==> src/fs_cfg.svh <==
// Notes on behaviour
// - program memory written as 2-byte units
// - segment register selects program or data flash
// - data-flash program runs in background, busy flag
// - erase stalls CPU at most 50 ms
// - program-memory write stalls CPU at most 40 us
// - no stop while busy; software clears enable
// - data flash unreadable while a data-flash operation is busy
// - ISP code 4-byte aligned, data flash bytes
`ifndef FS_CFG_SVH
`define FS_CFG_SVH

// ==========================================================
// register offsets
`define FS_OFS_SEGMENT      4'h0
`define FS_OFS_CONTROL      4'h1
`define FS_OFS_ADDRESS      4'h2
`define FS_OFS_WDATA        4'h3
`define FS_OFS_WDATA_LOW    4'h4
`define FS_OFS_STATUS       4'h5
`define FS_OFS_SELF_ENABLE  4'h6

// ==========================================================
// field positions and values
`define FS_CTL_BLOCK_ERASE  0
`define FS_CTL_SECTOR_ERASE 1
`define FS_STA_ERASE_BUSY   0
`define FS_STA_PROG_BUSY    1
`define FS_SEG_DATA_FLASH   8'h0F
`define FS_RST_SEGMENT      8'h00

// ==========================================================
// timing
`define FS_CLK_MHZ          100
`define FS_ERASE_TIME_MS    50
`define FS_PROG_TIME_US     40
`define FS_DF_PROG_TIME_US  40
`define FS_PROG_CYCLES      (`FS_PROG_TIME_US * `FS_CLK_MHZ)
`define FS_DF_PROG_CYCLES   (`FS_DF_PROG_TIME_US * `FS_CLK_MHZ)
`define FS_ERASE_CYCLES     (`FS_ERASE_TIME_MS * 1000 * `FS_CLK_MHZ)

`endif

==> src/fs_pkg.sv <==
`default_nettype none

package fs_pkg;

    typedef logic [22:0] cycle_cnt_t;

    typedef enum logic [1:0] {
        ST_IDLE  = 2'b00,
        ST_ERASE = 2'b01,
        ST_PROG  = 2'b11
    } seq_state_e_t;

endpackage : fs_pkg

`default_nettype wire

==> src/fs_timer_if.sv <==
`timescale 1ns/1ps
`default_nettype none

interface fs_timer_if;
    import fs_pkg::*;
    logic       start;
    cycle_cnt_t cycles;
    logic       busy;
    logic       done;

    modport ctrl  (output start, output cycles, input busy, input done);
    modport timer (input start, input cycles, output busy, output done);
endinterface : fs_timer_if

`default_nettype wire

==> src/flash_self_program_sequencer.sv <==
`timescale 1ns/1ps
`default_nettype none
`include "fs_cfg.svh"

module flash_self_program_sequencer
    import fs_pkg::*;
#(
    parameter int ERASE_CYCLES = `FS_ERASE_CYCLES
)
(
    // clock and reset
    input  wire logic        clk_sys,
    input  wire logic        rst,
    // register port
    input  wire logic [3:0]  reg_addr,
    input  wire logic [15:0] reg_wdata,
    input  wire logic        reg_we,
    input  wire logic        reg_re,
    output logic      [15:0] reg_rdata,
    // in-system programming mode pin
    input  wire logic        isp_mode,
    // system control
    output logic             cpu_stall,
    output logic             stop_inhibit,
    output logic             df_read_block,
    // flash array
    output logic      [15:0] fl_addr,
    output logic      [15:0] fl_wdata,
    output logic             fl_data_flash,
    output logic             fl_erase_blk,
    output logic             fl_erase_sec,
    output logic             fl_prog
);

    localparam cycle_cnt_t ERASE_CNT   = cycle_cnt_t'(ERASE_CYCLES);
    localparam cycle_cnt_t PROG_CNT    = cycle_cnt_t'(`FS_PROG_CYCLES);
    localparam cycle_cnt_t DF_PROG_CNT = cycle_cnt_t'(`FS_DF_PROG_CYCLES);

    typedef struct packed {
        logic [7:0]   seg;
        logic [15:0]  addr;
        logic [15:0]  wdata;
        logic         en;
        seq_state_e_t state;
        logic         df_op;
        logic         stall;
        logic [15:0]  rdata;
        logic         isp_s1;
        logic         isp_s2;
        logic [15:0]  fl_addr;
        logic [15:0]  fl_wdata;
        logic         fl_df;
        logic         fl_erase_blk;
        logic         fl_erase_sec;
        logic         fl_prog;
    } seq_state_t;

    seq_state_t st_r;
    seq_state_t st_nxt;

    fs_timer_if tmr ();

    fs_op_timer u_timer (
        .clk_sys (clk_sys),
        .rst     (rst),
        .tmr     (tmr)
    );

    function automatic logic is_df(input logic [7:0] seg);
        is_df = (seg == `FS_SEG_DATA_FLASH);
    endfunction : is_df

    function automatic logic [15:0] align_addr(input logic [15:0] a, input logic df,
                                               input logic isp);
        if (df)
            align_addr = a;
        else if (isp)
            align_addr = {a[15:2], 2'b00};
        else
            align_addr = {a[15:1], 1'b0};
    endfunction : align_addr

    logic       erase_busy;
    logic       prog_busy;
    logic [1:0] status;
    logic       idle;
    logic       wr_ctl;
    logic       wr_pm;
    logic       wr_df;

    // ==========================================================
    // status and request decode
    assign erase_busy = (st_r.state == ST_ERASE);
    assign prog_busy  = (st_r.state == ST_PROG);
    assign status     = {prog_busy, erase_busy};
    assign idle       = (status == 2'b00);
    assign wr_ctl     = reg_we && reg_addr == `FS_OFS_CONTROL && idle && st_r.en
                        && (reg_wdata[`FS_CTL_BLOCK_ERASE] || reg_wdata[`FS_CTL_SECTOR_ERASE]);
    assign wr_pm      = reg_we && reg_addr == `FS_OFS_WDATA && idle && st_r.en
                        && !is_df(st_r.seg);
    assign wr_df      = reg_we && reg_addr == `FS_OFS_WDATA_LOW && idle && st_r.en
                        && is_df(st_r.seg);

    // ==========================================================
    // next state
    always_comb
    begin
        st_nxt              = st_r;
        st_nxt.isp_s1       = isp_mode;
        st_nxt.isp_s2       = st_r.isp_s1;
        st_nxt.fl_erase_blk = 1'b0;
        st_nxt.fl_erase_sec = 1'b0;
        st_nxt.fl_prog      = 1'b0;
        st_nxt.rdata        = 16'h0000;
        tmr.start           = 1'b0;
        tmr.cycles          = PROG_CNT;

        if (reg_we && idle)
        begin
            unique case (reg_addr)
                `FS_OFS_SEGMENT:   st_nxt.seg   = reg_wdata[7:0];
                `FS_OFS_ADDRESS:   st_nxt.addr  = reg_wdata;
                `FS_OFS_WDATA:     st_nxt.wdata = reg_wdata;
                `FS_OFS_WDATA_LOW: st_nxt.wdata = {8'h00, reg_wdata[7:0]};
                default: ;
            endcase
        end
        if (reg_we && reg_addr == `FS_OFS_SELF_ENABLE)
            st_nxt.en = reg_wdata[0];

        if (reg_re)
        begin
            unique case (reg_addr)
                `FS_OFS_SEGMENT:     st_nxt.rdata = {8'h00, st_r.seg};
                `FS_OFS_ADDRESS:     st_nxt.rdata = st_r.addr;
                `FS_OFS_WDATA:       st_nxt.rdata = st_r.wdata;
                `FS_OFS_WDATA_LOW:   st_nxt.rdata = {8'h00, st_r.wdata[7:0]};
                `FS_OFS_STATUS:      st_nxt.rdata = {14'h0000, status};
                `FS_OFS_SELF_ENABLE: st_nxt.rdata = {15'h0000, st_r.en};
                default:             st_nxt.rdata = 16'h0000;
            endcase
        end

        unique case (st_r.state)
            ST_IDLE:
            begin
                if (wr_ctl || wr_pm || wr_df)
                begin
                    tmr.start       = 1'b1;
                    st_nxt.df_op    = is_df(st_r.seg);
                    st_nxt.fl_df    = is_df(st_r.seg);
                    st_nxt.fl_addr  = align_addr(st_r.addr, is_df(st_r.seg),
                                                 st_r.isp_s2);
                    st_nxt.fl_wdata = wr_ctl ? st_r.wdata : reg_wdata;
                    if (wr_df)
                        st_nxt.fl_wdata = {8'h00, reg_wdata[7:0]};
                    if (wr_ctl)
                    begin
                        tmr.cycles          = ERASE_CNT;
                        st_nxt.state        = ST_ERASE;
                        st_nxt.stall        = 1'b1;
                        st_nxt.fl_erase_blk = reg_wdata[`FS_CTL_BLOCK_ERASE];
                        st_nxt.fl_erase_sec = !reg_wdata[`FS_CTL_BLOCK_ERASE];
                    end
                    else
                    begin
                        tmr.cycles     = wr_df ? DF_PROG_CNT : PROG_CNT;
                        st_nxt.state   = ST_PROG;
                        st_nxt.stall   = wr_pm;
                        st_nxt.fl_prog = 1'b1;
                    end
                end
            end
            ST_ERASE, ST_PROG:
            begin
                if (tmr.done)
                begin
                    st_nxt.state = ST_IDLE;
                    st_nxt.stall = 1'b0;
                    st_nxt.df_op = 1'b0;
                end
            end
            default:
            begin
                st_nxt.state = ST_IDLE;
                st_nxt.stall = 1'b0;
            end
        endcase
    end

    always_ff @(posedge clk_sys)
    begin
        if (rst)
        begin
            st_r       <= '0;
            st_r.seg   <= `FS_RST_SEGMENT;
            st_r.state <= ST_IDLE;
        end
        else
        begin
            st_r <= st_nxt;
        end
    end

    // ==========================================================
    // outputs
    assign reg_rdata     = st_r.rdata;
    assign cpu_stall     = st_r.stall;
    assign stop_inhibit  = !idle;
    assign df_read_block = !idle && st_r.df_op;
    assign fl_addr       = st_r.fl_addr;
    assign fl_wdata      = st_r.fl_wdata;
    assign fl_data_flash = st_r.fl_df;
    assign fl_erase_blk  = st_r.fl_erase_blk;
    assign fl_erase_sec  = st_r.fl_erase_sec;
    assign fl_prog       = st_r.fl_prog;
endmodule : flash_self_program_sequencer

`default_nettype wire

==> src/fs_op_timer.sv <==
`timescale 1ns/1ps
`default_nettype none

module fs_op_timer
    import fs_pkg::*;
(
    // clock and reset
    input  wire logic   clk_sys,
    input  wire logic   rst,
    // control side
    fs_timer_if.timer   tmr
);

    typedef struct packed {
        cycle_cnt_t cnt;
        logic       busy;
        logic       done;
    } timer_state_t;

    timer_state_t st_r;
    timer_state_t st_nxt;

    // ==========================================================
    // busy for exactly the loaded number of cycles
    always_comb
    begin
        st_nxt      = st_r;
        st_nxt.done = 1'b0;
        if (st_r.busy)
        begin
            if (st_r.cnt == '0)
            begin
                st_nxt.busy = 1'b0;
                st_nxt.done = 1'b1;
            end
            else
            begin
                st_nxt.cnt = st_r.cnt - 23'h000001;
            end
        end
        else if (tmr.start)
        begin
            st_nxt.busy = 1'b1;
            st_nxt.cnt  = tmr.cycles - 23'h000001;
        end
    end

    always_ff @(posedge clk_sys)
    begin
        if (rst)
            st_r <= '0;
        else
            st_r <= st_nxt;
    end

    assign tmr.busy = st_r.busy;
    assign tmr.done = st_r.done;

endmodule : fs_op_timer

`default_nettype wire

==> config.mk <==
export PLATFORM = sky130hd
export DESIGN_NAME = flash_self_program_sequencer
export DESIGN_NICKNAME = d
export VERILOG_FILES = /design/src/fs_pkg.sv /design/src/fs_timer_if.sv /design/src/flash_self_program_sequencer.sv /design/src/fs_op_timer.sv
export VERILOG_INCLUDE_DIRS = /design/src
export SDC_FILE = /design/constraint.sdc
export NUM_CORES = 1
export LEC_CHECK = 0
export CAP_MARGIN = 20
export CORE_AREA = 5 5 109 111
export CTS_CLUSTER_SIZE = 30
export DETAILED_ROUTE_END_ITERATION = 8
export DIE_AREA = 0 0 114 116
export DONT_BUFFER_PORTS = 1
export GPL_ROUTABILITY_DRIVEN = 1
export PLACE_DENSITY = 0.79
export SETUP_SLACK_MARGIN = 0.4
export SLEW_MARGIN = 20
export SYNTH_ARGS = -nofsm -noshare
export SYNTH_HDL_FRONTEND = slang
export SYNTH_SLANG_ARGS = --single-unit
export TNS_END_PERCENT = 100
==> constraint.sdc <==
create_clock -name clk_sys -period 2.8 [get_ports clk_sys]
set_clock_uncertainty 0.05 [all_clocks]
set_input_delay 0.7 -clock clk_sys [delete_from_list [all_inputs] [get_ports clk_sys]]
set_output_delay 0.7 -clock clk_sys [all_outputs]
set_load 0.01 [all_outputs]
Word level (Yosys, flattened, before mapping). Cells that the tools add are included.

Register bits: 124. Bits of input ports: 25. Output and inout bits: 55. Word-level logic and storage cells: 101.

Add/sub/neg operators: 2. Equality and inequality tests: 12. Multiplexer cells: 23. Bitwise logic cells: 5. Reductions and logical operators: 40.

Operators with widths (count): case mux 16 bit (6 select lines) (1); two-way mux 23 bit (4); two-way mux 24 bit (2); subtractor 23 x 1 -> 23 bit, second input constant (2); two-way mux 16 bit (2); case mux 16 bit (2 select lines) (1); logical NOT 23 bit (1); logical AND 1 bit (15); equality test 4 x 3 -> 1 bit, second input constant (3); AND reduction 2 bit (6); equality test 4 x 2 -> 1 bit, second input constant (2); equality test 8 x 4 -> 1 bit, second input constant (1); two-way mux 2 bit (4); two-way mux 4 bit (2); nonzero test 2 bit (3); OR reduction 2 bit (3); NOT 1 bit (5); equality test 4 x 1 -> 1 bit, second input constant (1); logical NOT 2 bit (2); logical NOT 4 bit (1); two-way mux 1 bit (4); inequality test 2 bit, second input constant (2); case mux 1 bit (2 select lines) (2); case mux 2 bit (2 select lines) (1); other kinds (8) (12).

Longest topological paths before layout.
Depth after elaboration: 12. Gate-level depth with buffers: 9. Mapped depth without buffers: 7.

Hierarchy. From an unflattened synthesis, not the netlist that was laid out.

Cells, all modules: 751. Area total of the unflattened synthesis: 6234.7 um^2.

By module, submodules not included: flash_self_program_sequencer (times used 1, cells an instance 500, area each 4280.4 um^2, seq. area each 1981.9 um^2); fs_op_timer (times used 1, cells an instance 251, area each 1954.4 um^2, seq. area each 500.5 um^2).

Worst setup path before layout. Ideal clock, no wire load.

Path kind: input -> register. Start: input port reg_addr[0]. End: register u_timer.st_r[21] in the netlist's numbering. Library setup time: 0.138 ns. Arrival: 2.232 ns. Data required time: 2.612 ns. Slack: 0.380 ns. Stages: 8. Path buffers: 3. Cells stage by stage: buf_2 > or4b_4 > buf_6 > nor3_4 > o311ai_2 > buf_2 > o211ai_1 > a21oi_1.

Longest elaborated chain between the ends: 12. Elaborated cells on any way between the ends: 27. Those cells by class: add/sub: 1; eq/ne: 3; mux: 7; reduce/logical: 16.

Ends and longest elaborated chain: start, declared (RTL line flash_self_program_sequencer.sv:15) `input wire logic [3:0] reg_addr,`; equality test 4 x 1 -> 1 bit (no source line) / equality test 4 x 2 -> 1 bit (equally long branches); logical AND 1 bit (no source line); logical AND 1 bit, on equally long branches (3 in a row) (RTL line flash_self_program_sequencer.sv:97, flash_self_program_sequencer.sv:99); logical OR 1 bit (2 in a row) (RTL line flash_self_program_sequencer.sv:147) `if (wr_ctl || wr_pm || wr_df)`; two-way mux 23 bit (RTL line flash_self_program_sequencer.sv:147); two-way mux 23 bit (RTL line flash_self_program_sequencer.sv:144) `unique case (st_r.state)`; subtractor 23 x 1 -> 23 bit (RTL line fs_op_timer.sv:44) `st_nxt.cnt = tmr.cycles - 23'h000001;`; two-way mux 24 bit (RTL line fs_op_timer.sv:41) `else if (tmr.start)`; two-way mux 24 bit (RTL line fs_op_timer.sv:29) `if (st_r.busy)`; end signal, assigned (RTL line fs_op_timer.sv:53) `st_r <= st_nxt;`; end, declared (RTL line fs_op_timer.sv:20) `timer_state_t st_r;`.

Parallel ways exist; a longest one is shown, timed or not. The select of a mux whose other input is x is not followed. A chain may end at the register's enable or synchronous reset.

Worst setup path in the final report.
Start: register u_timer.st_r[2] in the netlist's numbering. End: register u_timer.st_r[16] in the netlist's numbering.

Longest elaborated chain between the ends: 3. Elaborated cells on any way between the ends: 6. Those cells by class: add/sub: 1; eq/ne: 1; mux: 2; reduce/logical: 2.

Ends and longest elaborated chain (RTL line): subtractor 23 x 1 -> 23 bit / logical NOT 23 bit (equally long branches) (fs_op_timer.sv:38, fs_op_timer.sv:31); two-way mux 23 bit / inequality test 2 bit (equally long branches); two-way mux 24 bit / AND reduction 2 bit (equally long branches).

Parallel ways exist; a longest one is shown, timed or not. The select of a mux whose other input is x is not followed.

==> flow_summary.yaml <==
worst_setup_path:
  worstRegToRegCells: 7
  timing.rr.end: "u_timer.st_r[16]"
  cp-end-kind: "flop"
  r2r_start: "u_timer.st_r[2]"
  path_buf_inv: 1
  worst-setup-path-type: "reg -> reg"
  cp_slowest_stage_delay_ns: 0.49
  crit_chain: "inv_1 -> ha_1 -> nor4b_4 -> nand4_1 -> or4_1 -> or2_0 -> a31oi_1"
  cp_slowest_cell: "or4_1"
  crit_path_max_fanout: 5
  required_ns: 3.20
  cp_top_family: "simple AND/OR/NAND/NOR gates"
  r2r_slack_ns: 0.56
  cp.arrival_ns: 2.64
  critPathLaunchType: "flop"
hold_path:
  hold_path_depth: 1
  hold_start: "rst"
  min_to: "u_timer.st_r[7]"
  hp-class: "in -> reg"
logic_synthesis:
  synth_fa_ha_area_share_pct: 0.2182
  synth_top_family_by_area: "simple AND/OR/NAND/NOR gates"
  yosysSeqAreaShare_pct: 43.28
  synth_nets: 685
  synth_cell_types: 70
  netlist_instances: 659
  synth-seq-cells: 124
  synth_area_per_cell_um2: 8.703
  muxShareOfSynthArea_pct: 2.967
  synth_warnings: 0
  syn_area_um2: 5736
  synth_edf_count: 0
  yosys.area_share.simple_pct: 23.32
  async_flop_share_pct: 0
  synth_xor_area_share_pct: 1.222
  dominantRegCellSynth: "dfxtp_1"
  synth_compound_area_share_pct: 18.35
route:
  ant_nets: 0
  wl_per_cell_um: 18.81
  routed_wl_um: 14240
  dr.pass1.iters: 7
  drc: 0
  drtIter0Drc: 443
  routed-via-count: 4695
  vias_per_cell: 6.202
die:
  initial_core_util_pct: 53.61
  pin_count: 80
  dieArea_um2: 13220
  coreArea_um2: 10700
  rows: 38
  dieHeight_um: 116
  die_w_um: 114
cts:
  cts-resized-gates: 0
  post_cts_buffers: 0
  holdBufCountCts: 0
  numCtsBuffers: 17
  cts_tree: "yes"
  cts-root-buf: "clkbuf_8"
  clk_pin_slew_worst_paths_ns: 0.06
  clk_latency_ns: 0.52
  clkSinkCount: 124
  h-tree-depth: 4
  clockBufferDepth: 2
pwr:
  pwr-share-comb_pct: 2.1
  p_per_area_nw_per_um2: 654.9
  p_leak_nw: 1.994
  power.switching_mw: 0.8430
  p_int_mw: 3.140
  pwr-share-seq_pct: 44.9
  finalPower_mw: 3.983
  p_clk_share_pct: 53.0
  ir_drop_mv: 0.4970
  p_sw_share_pct: 21.17
sta:
  finalCritPeriodShare_pct: 79.99
  period_needed_ns: 2.240
  holdWs_ns: 0.1918
  max_freq_mhz: 446.5
  setup_viol: 0
  maxSlewHeadroom_pct: 59.48
  report.final.slew_viol_count: 0
  tns_ns: 0
  rsz0062_at_grt: "yes"
  tightest_slew_ns: 0.5924
  hold_viol: 0
layout:
  final_nets: 632
  diodes: 0
  multi_input_area_um2: 2681
  layoutNonFillerInstCount: 757
  seq_area_um2: 2482
  fin_area_um2: 6081
  fillCellCount: 966
  area_delta_synth_final_pct: 6.021
  drive_gt1_share_pct: 14.10
place:
  dp_hpwl_um: 9940
  port_buffers: 0
  dpl_cell_area_um2: 5483
  dp.cells: 727
  routabilityCongestion: 0.8726
global_route:
  grt_pass1_wl_um: 23120
  grt_start_max_net_pins: 97
  grt_overflow: 0
  track_usage_pct: 22.14
  grt_pass1_vias: 4565
  antenna_found_initial: 1
flow_run:
  maxCapViolations: 0
status:
  status: "completed"
==> Yosys cell counts (2+ instances only) <==
cell / number / area [um2]
dfxtp_1: 124 / 2482
nand2_1: 108 / 405.4
a21oi_1: 63 / 315.3
buf_4: 51 / 382.9
nor2_1: 44 / 165.2
nand3_1: 33 / 165.2
clkbuf_1: 23 / 86.33
mux2i_1: 17 / 170.2
a21oi_2: 12 / 105.1
nand2_2: 11 / 68.82
a22oi_1: 10 / 75.07
a211oi_1: 9 / 67.56
a31oi_1: 8 / 50.05
buf_2: 8 / 40.04
nor3_1: 8 / 40.04
o2bb2ai_1: 8 / 70.07
a222oi_1: 7 / 70.07
o211ai_1: 7 / 52.55
nor2b_1: 6 / 37.54
xnor2_1: 6 / 52.55
buf_6: 5 / 56.30
inv_1: 5 / 18.77
nand4_1: 5 / 31.28
or4_1: 5 / 37.54
a2111oi_0: 4 / 35.03
and3_1: 4 / 25.02
o2111ai_1: 4 / 35.03
and2_1: 3 / 18.77
nor4_1: 3 / 18.77
nor4b_2: 3 / 45.04
o31a_1: 3 / 26.28
o31ai_1: 3 / 22.52
or3_1: 3 / 18.77
a211o_1: 2 / 17.52
buf_1: 2 / 7.510
nand2b_1: 2 / 12.51
nand3b_1: 2 / 15.01
nor4_4: 2 / 42.54
o21ai_1: 2 / 10.01
or4b_1: 2 / 20.02
or4bb_1: 2 / 22.52
xor2_1: 2 / 17.52
==> through the flow <==
| stage | utilization [%] | setup WS, ns |
|---|---|---|
| after floorplan | - | 0.3867 |
| after global placement | 51.25 | 0.3050 |
| after detailed placement | 51.25 | 0.2535 |
| after CTS | 56.60 | 0.4967 |
| after global routing | 56.84 | 0.3831 |
| final | 56.84 | 0.5602 |
==> final cells by class <==
cell class	count	share of cell area, %
multi-input cells	439	44.09
flip-flops and latches	124	40.82
clock buffers	21	7.551
well taps	140	2.881
repair buffers	18	2.428
clock inverters	9	1.852
inverters	6	0.3704
==> power by group through the flow <==
stage	clock network [mW]	logic, mW	registers [mW]
after global routing	2.24	0.0907	1.79
final	2.11	0.0831	1.79
after global placement	0	0.0788	1.82
after detailed placement	0	0.0811	1.82
after CTS	2.15	0.0817	1.79
after floorplan	0	0.0890	1.82
==> worst max-delay path by stage <==
stage,to,slack (ns),cells after the start,startpoint
after floorplan,u_timer.st_r[21],0.39,8,reg_addr[0]
after global placement,fl_addr[15],0.31,6,reg_addr[1]
after detailed placement,fl_addr[15],0.25,6,reg_addr[1]
after CTS,u_timer.st_r[16],0.50,7,u_timer.st_r[2]
after global routing,u_timer.st_r[17],0.38,8,u_timer.st_r[2]
final,u_timer.st_r[16],0.56,7,u_timer.st_r[2]
==> sequential cells by signal, summed over array words and instances (netlist names) <==
register          flops
fl_prog               1
st_r                 45
fl_addr              16
cpu_stall             1
u_timer.tmr.done      1
st_nxt                1
reg_rdata            16
fl_wdata             16
u_timer.tmr.busy      1
fl_erase_blk          1
u_timer.st_r         23
fl_erase_sec          1
fl_data_flash         1
==> layout by cell type (no fill, tap or decap), types with 4 or more instances in the layout <==
cell type / instances
dfxtp_1: 124
nand2_1: 108
a21oi_1: 63
nor2_1: 44
nand3_1: 32
mux2i_1: 17
buf_4: 17
clkbuf_16: 16
a21oi_2: 12
nand2_2: 11
a22oi_1: 10
a211oi_1: 9
nor3_1: 8
a31oi_1: 8
o2bb2ai_1: 8
o211ai_1: 7
a222oi_1: 7
xnor2_1: 6
nor2b_1: 6
inv_1: 5
nand4_1: 5
or4_1: 5
and3_1: 4
o2111ai_1: 4
clkbuf_8: 4
==> kinds of logic after synthesis <==
group	count (synthesis)
compound gates	152
flops	124
mux	17
fa+ha+maj	1
simple gates	261
xor+xnor	8
buf+inv	96
==> layer usage <==
| layer | up-vias | track usage (%) | wire (um) |
|---|---|---|---|
| met1 | 2231 | 27.32 | 5747 |
| met4 | 2 | 9.343 | 327 |
| met2 | 234 | 34.50 | 6598 |
| met5 | - | 0 | 13 |
| met3 | 32 | 8.825 | 1555 |
| li1 | 2196 | - | - |
(Power assumes the default switching activity.)
